`src/core/ebpf_pkg.sv`:
```
// Package holding register map, field positions and reset values of the external bus pin control.
package ebpf_pkg;
  localparam int unsigned ADDR_W = 24;
  // Printed byte offsets of the documented registers.
  localparam logic [23:0] PORT_D_DIRECTION_OFS = 24'hFFFB8C;
  localparam logic [23:0] PORT_E_DIRECTION_OFS = 24'hFFFB8D;
  localparam logic [23:0] CHIP_SELECT_ENABLES_OFS = 24'hFFFBC0;
  localparam logic [23:0] AREA_BUS_WIDTH_OFS = 24'hFFFD84;
  localparam logic [23:0] AREA_ACCESS_STATES_OFS = 24'hFFFD86;
  localparam logic [23:0] AREA_WAIT_CYCLES_OFS = 24'hFFFD8A;
  localparam logic [23:0] READ_STROBE_NEGATION_TIMING_OFS = 24'hFFFD8C;
  // Offsets for registers without a printed address.
  localparam logic [23:0] SELECT_PIN_AND_STROBE_ENABLE_OFS = 24'hFFFBC2;
  localparam logic [23:0] UPPER_ADDRESS_ENABLES_OFS = 24'hFFFBC4;
  localparam logic [23:0] WRITE_STROBE_PIN_ENABLE_OFS = 24'hFFFBC6;
  // Field positions.
  localparam int unsigned AREA2_SELECT_PIN_CHOICE_BIT = 6;
  localparam int unsigned DIRECTION_STROBE_ENABLE_BIT = 2;
  localparam int unsigned LOW_BYTE_WRITE_STROBE_ENABLE_BIT = 6;
  localparam int unsigned AREA2_IDX = 2;
  localparam int unsigned AREA1_IDX = 1;
  localparam int unsigned AREA0_IDX = 0;
  localparam int unsigned UPPER_ADDR_LSB = 16;
  localparam int unsigned UPPER_ADDR_N = 5;
  // Reset values.
  localparam logic [7:0] CS_ENABLES_RST_ROMLESS = 8'h01;
  localparam logic [7:0] CS_ENABLES_RST_ROM = 8'h00;
  localparam logic [7:0] BYTE_RST = 8'h00;
  localparam logic [15:0] AREA_BUS_WIDTH_RST = 16'h0000;
  localparam logic [15:0] AREA_ACCESS_STATES_RST = 16'h0000;
  localparam logic [15:0] AREA_WAIT_CYCLES_RST = 16'h0000;
  localparam logic [15:0] READ_STROBE_NEGATION_TIMING_RST = 16'h0000;
endpackage : ebpf_pkg

```
`src/core/ebpf_reg8.sv`:
```
// Register of W bits (8 by default) with synchronous reset value and write strobe.
`timescale 1ns/1ps
module ebpf_reg8 #(
  parameter int unsigned W = 8
) (
  input wire logic i_core_clk, // Bus clock.
  input wire logic i_rst_n, // Synchronous reset, active low.
  input wire logic [W-1:0] i_rst_val, // Value taken at reset.
  input wire logic i_wr, // Write strobe for this register.
  input wire logic [W-1:0] i_wdata, // Write data.
  output logic [W-1:0] o_q // Stored value.
);
  // The reset value is a constant wired at the instance, never a live signal.
  always_ff @(posedge i_core_clk) begin
    if (!i_rst_n) begin
      o_q <= i_rst_val;
    end else if (i_wr) begin
      o_q <= i_wdata;
    end
  end
endmodule : ebpf_reg8

```
`src/core/ebpf_cs_route.sv`:
```
// Routing of the eight area chip-selects onto port B pins, merging shared pins.
`timescale 1ns/1ps
module ebpf_cs_route (
  input wire logic [7:0] i_area_active, // One-hot active area, high while accessed.
  input wire logic [7:0] i_cs_en, // Chip-select enables per area.
  input wire logic i_cs2_alt, // Area 2 select placed on the alternate pin.
  output logic [7:0] o_cs_n, // Per-area select, low while accessed.
  output logic o_pin_b1_n, // Merged select on port B pin one.
  output logic o_pin_b2_n, // Merged select on port B pin two.
  output logic [7:0] o_cs_oe // Output enable per area.
);
  wire logic b1_act;
  wire logic b2_act;
  assign o_cs_n = ~i_area_active;
  assign o_cs_oe = i_cs_en;
  // Any mapped area drives the shared pin low.
  assign b1_act = (i_cs_en[ebpf_pkg::AREA1_IDX] & i_area_active[ebpf_pkg::AREA1_IDX])
    | (i_cs_en[ebpf_pkg::AREA2_IDX] & i_cs2_alt & i_area_active[ebpf_pkg::AREA2_IDX]);
  assign b2_act = i_cs_en[ebpf_pkg::AREA2_IDX] & ~i_cs2_alt
    & i_area_active[ebpf_pkg::AREA2_IDX];
  assign o_pin_b1_n = ~b1_act;
  assign o_pin_b2_n = ~b2_act;
endmodule : ebpf_cs_route

```
`src/core/ebpf_top.sv`:
```
// External bus pin function control: registers, pin routing and area settings.
`timescale 1ns/1ps
// Summary of operation
// - Eight chip-select enable bits 7..0 each route one area select to its pin.
// - An enabled bit makes the pin a chip-select output, a clear bit leaves it a port pin.
// - Bit 6 of the pin-select register puts area 2 select on port B pin two when 0, pin one when 1.
// - The read/write direction output is driven only while enable bit 2 is set.
// - Bits 4..0 enable upper address outputs 20..16.
// - Bit 6 of the strobe register turns port A pin four into the low-byte write strobe.
// - All-ones port D and E direction values make the sixteen pins low address outputs.
// - A bus width bit per area selects 16-bit access.
// - An access-state bit per area selects three-cycle instead of two-cycle access.
// - The wait register holds a programmed wait count per area.
// - The read-strobe timing register sets read strobe negation per area.
// - Each chip-select is low while its area is accessed and high otherwise.
// - Selects merged on one pin drive it low when any mapped area is accessed.
// - After reset without on-chip ROM only area 0 select is an output.
module ebpf_top (
  input wire logic i_core_clk, // Bus clock, 20 MHz.
  input wire logic i_rst_n, // Synchronous reset, active low.
  input wire logic i_rom_enabled, // Strap: on-chip ROM enabled.
  input wire logic [23:0] i_addr, // Register address.
  input wire logic [15:0] i_wdata, // Register write data.
  input wire logic i_wr, // Write strobe.
  input wire logic i_rd, // Read strobe.
  output logic [15:0] o_rdata, // Read data, one cycle after the strobe.
  input wire logic [7:0] i_area_active, // One-hot area under external access.
  input wire logic i_bus_write, // Current access direction is write.
  input wire logic [23:0] i_bus_addr, // Current external address.
  output logic [7:0] o_cs_n, // Per-area chip-select, low active.
  output logic [7:0] o_cs_oe, // Chip-select pin output enables.
  output logic o_pin_b1_n, // Merged select on port B pin one.
  output logic o_pin_b2_n, // Merged select on port B pin two.
  output logic o_rdwr, // Read/write direction, high on read.
  output logic o_rdwr_oe, // Direction output enable.
  output logic [4:0] o_upper_addr, // Upper address 20..16.
  output logic [4:0] o_upper_addr_oe, // Upper address enables.
  output logic [15:0] o_low_addr, // Low address on ports D and E.
  output logic [15:0] o_low_addr_oe, // Port D and E direction bits.
  output logic o_low_byte_write_strobe_oe, // Port A pin four is strobe.
  output logic [7:0] o_area_wide, // Per-area 16-bit width.
  output logic [7:0] o_area_three_state, // Per-area three-cycle access.
  output logic [15:0] o_area_wait_cycles, // Wait configuration.
  output logic [15:0] o_read_strobe_timing // Read strobe negation timing.
);
  wire logic wr_pd = i_wr && (i_addr == ebpf_pkg::PORT_D_DIRECTION_OFS);
  wire logic wr_pe = i_wr && (i_addr == ebpf_pkg::PORT_E_DIRECTION_OFS);
  wire logic wr_cse = i_wr && (i_addr == ebpf_pkg::CHIP_SELECT_ENABLES_OFS);
  wire logic wr_ps = i_wr && (i_addr == ebpf_pkg::SELECT_PIN_AND_STROBE_ENABLE_OFS);
  wire logic wr_ua = i_wr && (i_addr == ebpf_pkg::UPPER_ADDRESS_ENABLES_OFS);
  wire logic wr_ws = i_wr && (i_addr == ebpf_pkg::WRITE_STROBE_PIN_ENABLE_OFS);
  wire logic wr_bw = i_wr && (i_addr == ebpf_pkg::AREA_BUS_WIDTH_OFS);
  wire logic wr_as = i_wr && (i_addr == ebpf_pkg::AREA_ACCESS_STATES_OFS);
  wire logic wr_wc = i_wr && (i_addr == ebpf_pkg::AREA_WAIT_CYCLES_OFS);
  wire logic wr_rn = i_wr && (i_addr == ebpf_pkg::READ_STROBE_NEGATION_TIMING_OFS);

  logic [7:0] port_d_direction_r;
  logic [7:0] port_e_direction_r;
  logic [7:0] chip_select_enables_r;
  logic [7:0] select_pin_r;
  logic [7:0] upper_addr_en_r;
  logic [7:0] write_strobe_en_r;
  logic [15:0] bus_width_r;
  logic [15:0] access_states_r;
  logic [15:0] wait_cycles_r;
  logic [15:0] rd_timing_r;
  logic rom_strap_r;
  logic in_reset_r;
  logic [15:0] rdata_nxt;
  logic [15:0] rdata_r;

  ebpf_reg8 #(.W(8)) u_pd (.i_core_clk(i_core_clk), .i_rst_n(i_rst_n),
    .i_rst_val(ebpf_pkg::BYTE_RST), .i_wr(wr_pd), .i_wdata(i_wdata[7:0]),
    .o_q(port_d_direction_r));
  ebpf_reg8 #(.W(8)) u_pe (.i_core_clk(i_core_clk), .i_rst_n(i_rst_n),
    .i_rst_val(ebpf_pkg::BYTE_RST), .i_wr(wr_pe), .i_wdata(i_wdata[7:0]),
    .o_q(port_e_direction_r));
  ebpf_reg8 #(.W(8)) u_ps (.i_core_clk(i_core_clk), .i_rst_n(i_rst_n),
    .i_rst_val(ebpf_pkg::BYTE_RST), .i_wr(wr_ps), .i_wdata(i_wdata[7:0]),
    .o_q(select_pin_r));
  ebpf_reg8 #(.W(8)) u_ua (.i_core_clk(i_core_clk), .i_rst_n(i_rst_n),
    .i_rst_val(ebpf_pkg::BYTE_RST), .i_wr(wr_ua), .i_wdata(i_wdata[7:0]),
    .o_q(upper_addr_en_r));
  ebpf_reg8 #(.W(8)) u_ws (.i_core_clk(i_core_clk), .i_rst_n(i_rst_n),
    .i_rst_val(ebpf_pkg::BYTE_RST), .i_wr(wr_ws), .i_wdata(i_wdata[7:0]),
    .o_q(write_strobe_en_r));
  ebpf_reg8 #(.W(16)) u_bw (.i_core_clk(i_core_clk), .i_rst_n(i_rst_n),
    .i_rst_val(ebpf_pkg::AREA_BUS_WIDTH_RST), .i_wr(wr_bw), .i_wdata(i_wdata),
    .o_q(bus_width_r));
  ebpf_reg8 #(.W(16)) u_as (.i_core_clk(i_core_clk), .i_rst_n(i_rst_n),
    .i_rst_val(ebpf_pkg::AREA_ACCESS_STATES_RST), .i_wr(wr_as), .i_wdata(i_wdata),
    .o_q(access_states_r));
  ebpf_reg8 #(.W(16)) u_wc (.i_core_clk(i_core_clk), .i_rst_n(i_rst_n),
    .i_rst_val(ebpf_pkg::AREA_WAIT_CYCLES_RST), .i_wr(wr_wc), .i_wdata(i_wdata),
    .o_q(wait_cycles_r));
  ebpf_reg8 #(.W(16)) u_rn (.i_core_clk(i_core_clk), .i_rst_n(i_rst_n),
    .i_rst_val(ebpf_pkg::READ_STROBE_NEGATION_TIMING_RST), .i_wr(wr_rn),
    .i_wdata(i_wdata), .o_q(rd_timing_r));

  // The chip-select enables take their reset value from the ROM strap, which is only
  // caught by a clocked process, so the strap is latched while reset is held and the
  // register is loaded with the matching constant in the first cycle after release.
  always_ff @(posedge i_core_clk) begin
    if (!i_rst_n) begin
      rom_strap_r <= i_rom_enabled;
      in_reset_r <= 1'b1;
    end else begin
      in_reset_r <= 1'b0;
    end
  end

  always_ff @(posedge i_core_clk) begin
    if (!i_rst_n) begin
      chip_select_enables_r <= ebpf_pkg::CS_ENABLES_RST_ROM;
    end else if (in_reset_r && !wr_cse) begin
      chip_select_enables_r <= rom_strap_r ? ebpf_pkg::CS_ENABLES_RST_ROM
        : ebpf_pkg::CS_ENABLES_RST_ROMLESS;
    end else if (wr_cse) begin
      chip_select_enables_r <= i_wdata[7:0];
    end
  end

  ebpf_cs_route u_route (
    .i_area_active(i_area_active),
    .i_cs_en(chip_select_enables_r),
    .i_cs2_alt(select_pin_r[ebpf_pkg::AREA2_SELECT_PIN_CHOICE_BIT]),
    .o_cs_n(o_cs_n),
    .o_pin_b1_n(o_pin_b1_n),
    .o_pin_b2_n(o_pin_b2_n),
    .o_cs_oe(o_cs_oe)
  );

  assign o_rdwr = ~i_bus_write;
  assign o_rdwr_oe = select_pin_r[ebpf_pkg::DIRECTION_STROBE_ENABLE_BIT];
  assign o_upper_addr = i_bus_addr[ebpf_pkg::UPPER_ADDR_LSB +: ebpf_pkg::UPPER_ADDR_N];
  assign o_upper_addr_oe = upper_addr_en_r[4:0];
  assign o_low_addr = i_bus_addr[15:0];
  assign o_low_addr_oe = {port_e_direction_r, port_d_direction_r};
  assign o_low_byte_write_strobe_oe =
    write_strobe_en_r[ebpf_pkg::LOW_BYTE_WRITE_STROBE_ENABLE_BIT];
  assign o_area_wide = bus_width_r[7:0];
  assign o_area_three_state = access_states_r[15:8];
  assign o_area_wait_cycles = wait_cycles_r;
  assign o_read_strobe_timing = rd_timing_r;

  // Direction registers are write-only and read as zero, as does any unmapped address.
  assign rdata_nxt =
    !i_rd ? 16'h0000 :
    (i_addr == ebpf_pkg::CHIP_SELECT_ENABLES_OFS) ? {8'h00, chip_select_enables_r} :
    (i_addr == ebpf_pkg::SELECT_PIN_AND_STROBE_ENABLE_OFS) ? {8'h00, select_pin_r} :
    (i_addr == ebpf_pkg::UPPER_ADDRESS_ENABLES_OFS) ? {8'h00, upper_addr_en_r} :
    (i_addr == ebpf_pkg::WRITE_STROBE_PIN_ENABLE_OFS) ? {8'h00, write_strobe_en_r} :
    (i_addr == ebpf_pkg::AREA_BUS_WIDTH_OFS) ? bus_width_r :
    (i_addr == ebpf_pkg::AREA_ACCESS_STATES_OFS) ? access_states_r :
    (i_addr == ebpf_pkg::AREA_WAIT_CYCLES_OFS) ? wait_cycles_r :
    (i_addr == ebpf_pkg::READ_STROBE_NEGATION_TIMING_OFS) ? rd_timing_r :
    16'h0000;

  always_ff @(posedge i_core_clk) begin
    if (!i_rst_n) begin
      rdata_r <= 16'h0000;
    end else begin
      rdata_r <= rdata_nxt;
    end
  end
  assign o_rdata = rdata_r;
endmodule : ebpf_top

```
`config.mk`:
```
export PLATFORM = sky130hd
export DESIGN_NAME = ebpf_top
export DESIGN_NICKNAME = d
export VERILOG_FILES = /design/src/core/ebpf_pkg.sv /design/src/core/ebpf_reg8.sv /design/src/core/ebpf_cs_route.sv /design/src/core/ebpf_top.sv
export SDC_FILE = /design/constraint.sdc
export NUM_CORES = 1
export LEC_CHECK = 0
export ABC_AREA = 1
export BUFFER_PORTS_ARGS = -buffer_cell sky130_fd_sc_hd__buf_2
export CAP_MARGIN = 15
export CORE_ASPECT_RATIO = 0.8
export CORE_MARGIN = 2
export CORE_UTILIZATION = 53
export CTS_CLUSTER_DIAMETER = 40
export DETAILED_ROUTE_END_ITERATION = 6
export HOLD_SLACK_MARGIN = 0.08
export PLACE_DENSITY = 0.8
export SLEW_MARGIN = 25
export SYNTH_ARGS = -nofsm -noshare
export SYNTH_HDL_FRONTEND = slang
export SYNTH_HIERARCHICAL = 1
export SYNTH_SLANG_ARGS = --single-unit
```
`constraint.sdc`:
```
create_clock -name i_core_clk -period 2.5 [get_ports i_core_clk]
set_input_delay 0.25 -clock i_core_clk [delete_from_list [all_inputs] [get_ports i_core_clk]]
set_output_delay 0.25 -clock i_core_clk [all_outputs]
set_load 0.02 [all_outputs]
```
==> metrics.md <==
| Metric | Value |
|---|---|
| Status | finished clean |
| Fin crit period | 1.78 ns |
| Final Hold Vio Count | 0 |
| Slack of the worst reg-to-reg path | 1.20 ns |
| Post-synthesis cell area | 7080 µm² |
| Crit-path cells | buf_2, nor2_2, inv_2, nor3_4, nand2_2, clkinv_2, nand2_2, nor2_1, inv_1, nand2_1 |
| I/O Buffers | approximately 160 |
| Gr usage total | 0.270 |
| Core area | 13000 µm² |
| Ratio of final minimum period to clock period | 0.711 |
| Top Layer Used | met4 |
| CP Launch Point | i_addr[5] |
| Syn Area/Cell | 8.27 µm² |
| Top Ports | 205 |
| Post-Route Skew | 0.00609 ns |
| Crit-path slowest cell | nand2_1 |
| Required @ worst endpoint | 2.57 ns |
| Total gr overflow | 0 |
| WL met3 | approximately 2100 µm |
| Share of the synthesized area in the top cell type | 0.445 |
| CTS tree | yes |
| Tightest Pin Transition | between 0.6 and 0.7 ns |
| Worst hold margin | 0.194 ns |
| Drt drc | 0 |
| Starting Density | 0.546 |
| Post-synth top flop | edfxtp_1 |
| EDFF count, synth | 105 |
| DR pass1 iterations | 5 |
| Relative slew slack | 0.588 |
| Area Overhead vs Synth | 24.2% |
| Die X | 133 µm |
| R2r worst-path depth | 8 |
| Seq cells post-synth | 130 |
| Share of cells above drive strength 1 | 0.229 |
| Worst reg2reg endpoint | o_rdata[1] |
| Area leader, netlist | edfxtp_1 |
| Placed inst area | 8110 µm² |
| Stages on the worst setup path | 10 |
| Clk root buf | clkbuf_16 |
| Synth async-reset ratio | 0 |
| Starting DRT DRC Count | 752 |
| Ranking of synthesized cells by area | edfxtp_1, nand2_1, dfxtp_1 |
| DRT antenna net count | 0 |
| Setup violations, final | 0 |
| Vias in the first global route | 5660 |
| Met2 wire length | 8580 µm |
| Warning count from the yosys run | 6 |
| Unrepaired setup endpoints after global routing | no |
| WS Path Type | in2reg |
| DP HPWL | 13200 µm |
| Clock Latency Late Sink | 0.42 ns |
| Maximum Capacitance Violations | 0 |
| Leak pwr | 0.00437 µW |
| CP Launch Type | input port |
| H-tree depth reported by CTS | 4 |
| Power per cell area | 701 nW/µm² |
| Post-synth top cells | nand2_1, edfxtp_1, inv_1 |
| Yosys cell types | 36 |
| Initial antenna violation count | 0 |
| Clock slew at reported path FFs | 0.06 ns |
| Cell area after layout | 8790 µm² |
| Final WL | 19000 µm |
| CTS max path bufs | 2 |
| DR vias | 6239 |
| Crit path capture type | register |
| Top-count cell post-synth | nand2_1 |
| Crit path capture | u_ps/o_q[6] |
| Share of the yosys chip area belonging to registers | 0.516 |
| Crit Path Max Fanout | 12 |
| Min-Delay Path Class | in2reg |
| DRT met1 WL | 8150 µm |
| # diodes | 0 |
| Row count | 37 |
| Routed wire length per instance | between 10 and 15 µm |
| Max-slew violation count | 0 |
| Mapped Cells | 856 |
| WP buf/inv | 4 |
| Die Ht | 107 µm |
| Vias per Instance | 4.88 |
| Worst r2r src | u_wc/o_q[1] |
| Total die area | between 10000 and 15000 µm² |
| Peak supply drop | 0.000490 V |
| First-pass GRT wire length | 29300 µm |
| Top cell by count, worst path | nand2_2 |
| CP arrival | 1.85 ns |
| Critical path's top delay family | simple AND/OR/NAND/NOR gates |
| Max incr delay on CP | ~0.30 ns |
| Clk sinks | 130 |
| Total CTS buffers | 17 |
| Final TNS setup | 0 ns |
| Largest net degree at the start of global routing | 125 |
| Final Util | 0.678 |
| RePlAce Congestion | 0.890 |
| Pre-CTS setup slack | 0.452 ns |
| Final net count | ~1200 |
| Setup WS post-layout | about 0.72 ns |
| Fmax | 563 MHz |
## cells by family after synthesis
kind of cell / after synthesis / synth area share
muxes: 1 / 0.00141
and+or+nand+nor: 529 / 0.325
AOI/OAI and AO/OA: 54 / 0.0410
DFF: 130 / 0.516
other: 1 / 0.000529
buffers and inverters: 141 / 0.116
## sequential cells by signal, summed over array words and instances (netlist names)
| name | count |
|---|---|
| rom_strap_r | 1 |
| chip_select_enables_r | 8 |
| u_pe/o_q | 8 |
| o_rdata | 16 |
| u_as/o_q | 16 |
| u_ps/o_q | 8 |
| in_reset_r | 1 |
| u_bw/o_q | 16 |
| u_rn/o_q | 16 |
| u_pd/o_q | 8 |
| u_ws/o_q | 8 |
| u_ua/o_q | 8 |
| u_wc/o_q | 16 |
## through the flow
stage / cells / total power (µW)
floorplan: 959 / 3100
global placement: 1246 / 3290
detailed placement: 1246 / 3310
CTS: 1279 / 6170
global route: 1279 / 6350
finish: 1279 / 6170
## worst reg2reg max path: stages (launching register included)
cell	delay, ns
edfxtp_1	0.44
inv_1	0.08
nor2_1	0.04
nor2_1	0.19
nand2_1	0.12
nand2_1	0.07
nand3_1	0.08
nand2_1	0.11
a21oi_1	0.07
## cells in the final DEF (no fill, tap or decap), types with 3 or more instances in the layout
cell type / synthesis / routed
inv_6: 4 / 9
nand2_1: 405 / 405
nor3_1: 4 / 4
nor2_4: 5 / 5
nand3_2: 7 / 7
buf_4: 33 / 9
nor3b_1: 5 / 5
a21oi_1: 28 / 28
clkinv_4: 1 / 3
dfxtp_1: 25 / 25
clkbuf_16: 0 / 17
bufinv_16: 0 / 6
buf_2: 6 / 158
nand3_1: 46 / 46
edfxtp_1: 105 / 105
inv_2: 14 / 14
conb_1: 1 / 104
o211ai_1: 8 / 8
nor2_1: 27 / 27
nand2_2: 8 / 8
clkinv_1: 4 / 4
nand4_1: 6 / 6
nor3_4: 3 / 3
inv_1: 59 / 59
o21ai_0: 11 / 11
o21ai_1: 7 / 7
## layer usage
layer,GRT usage,vias to the layer above
met4,0.0532,0
met3,0.0730,22
met5,0,-
met1,0.383,2840
met2,0.420,306
li1,-,3071
## area by class of cell
type / count / area, µm²
fill: 1023 / 4170
sequential: 130 / 3650
multi-input combinational: 688 / 2990
timing repair buffer: 170 / 908
clock buffer: 18 / 429
inverter: 84 / 343
clock inverter: 14 / 249
tap: 175 / 219
## power by group
group	switching [µW]	internal (µW)
Clock	992	1890
Sequential	76.1	2530
Combinational	478	196
Total	1550	4620
## how the worst min path moves through the flow
stage                  startpoint      endpoint  slack [ns]  cells past startpoint
floorplan           i_rom_enabled   rom_strap_r        0.35                      0
global placement    i_rom_enabled   rom_strap_r        0.43                      1
detailed placement  i_rom_enabled   rom_strap_r        0.44                      1
CTS                   i_wdata[13]  u_rn/o_q[13]        0.18                      3
global route          i_wdata[11]  u_bw/o_q[11]        0.20                      3
finish                i_wdata[10]  u_bw/o_q[10]        0.19                      3
## what timing repair did
| item | in CTS | in global routing |
|---|---|---|
| buffers inserted | 0 | 0 |
| resized for setup | 0 | 0 |
| endpoints found under the hold margin | 1 | 0 |
| hold buffers | 1 | 0 |
No activity file was read; power rests on OpenSTA's default activity.
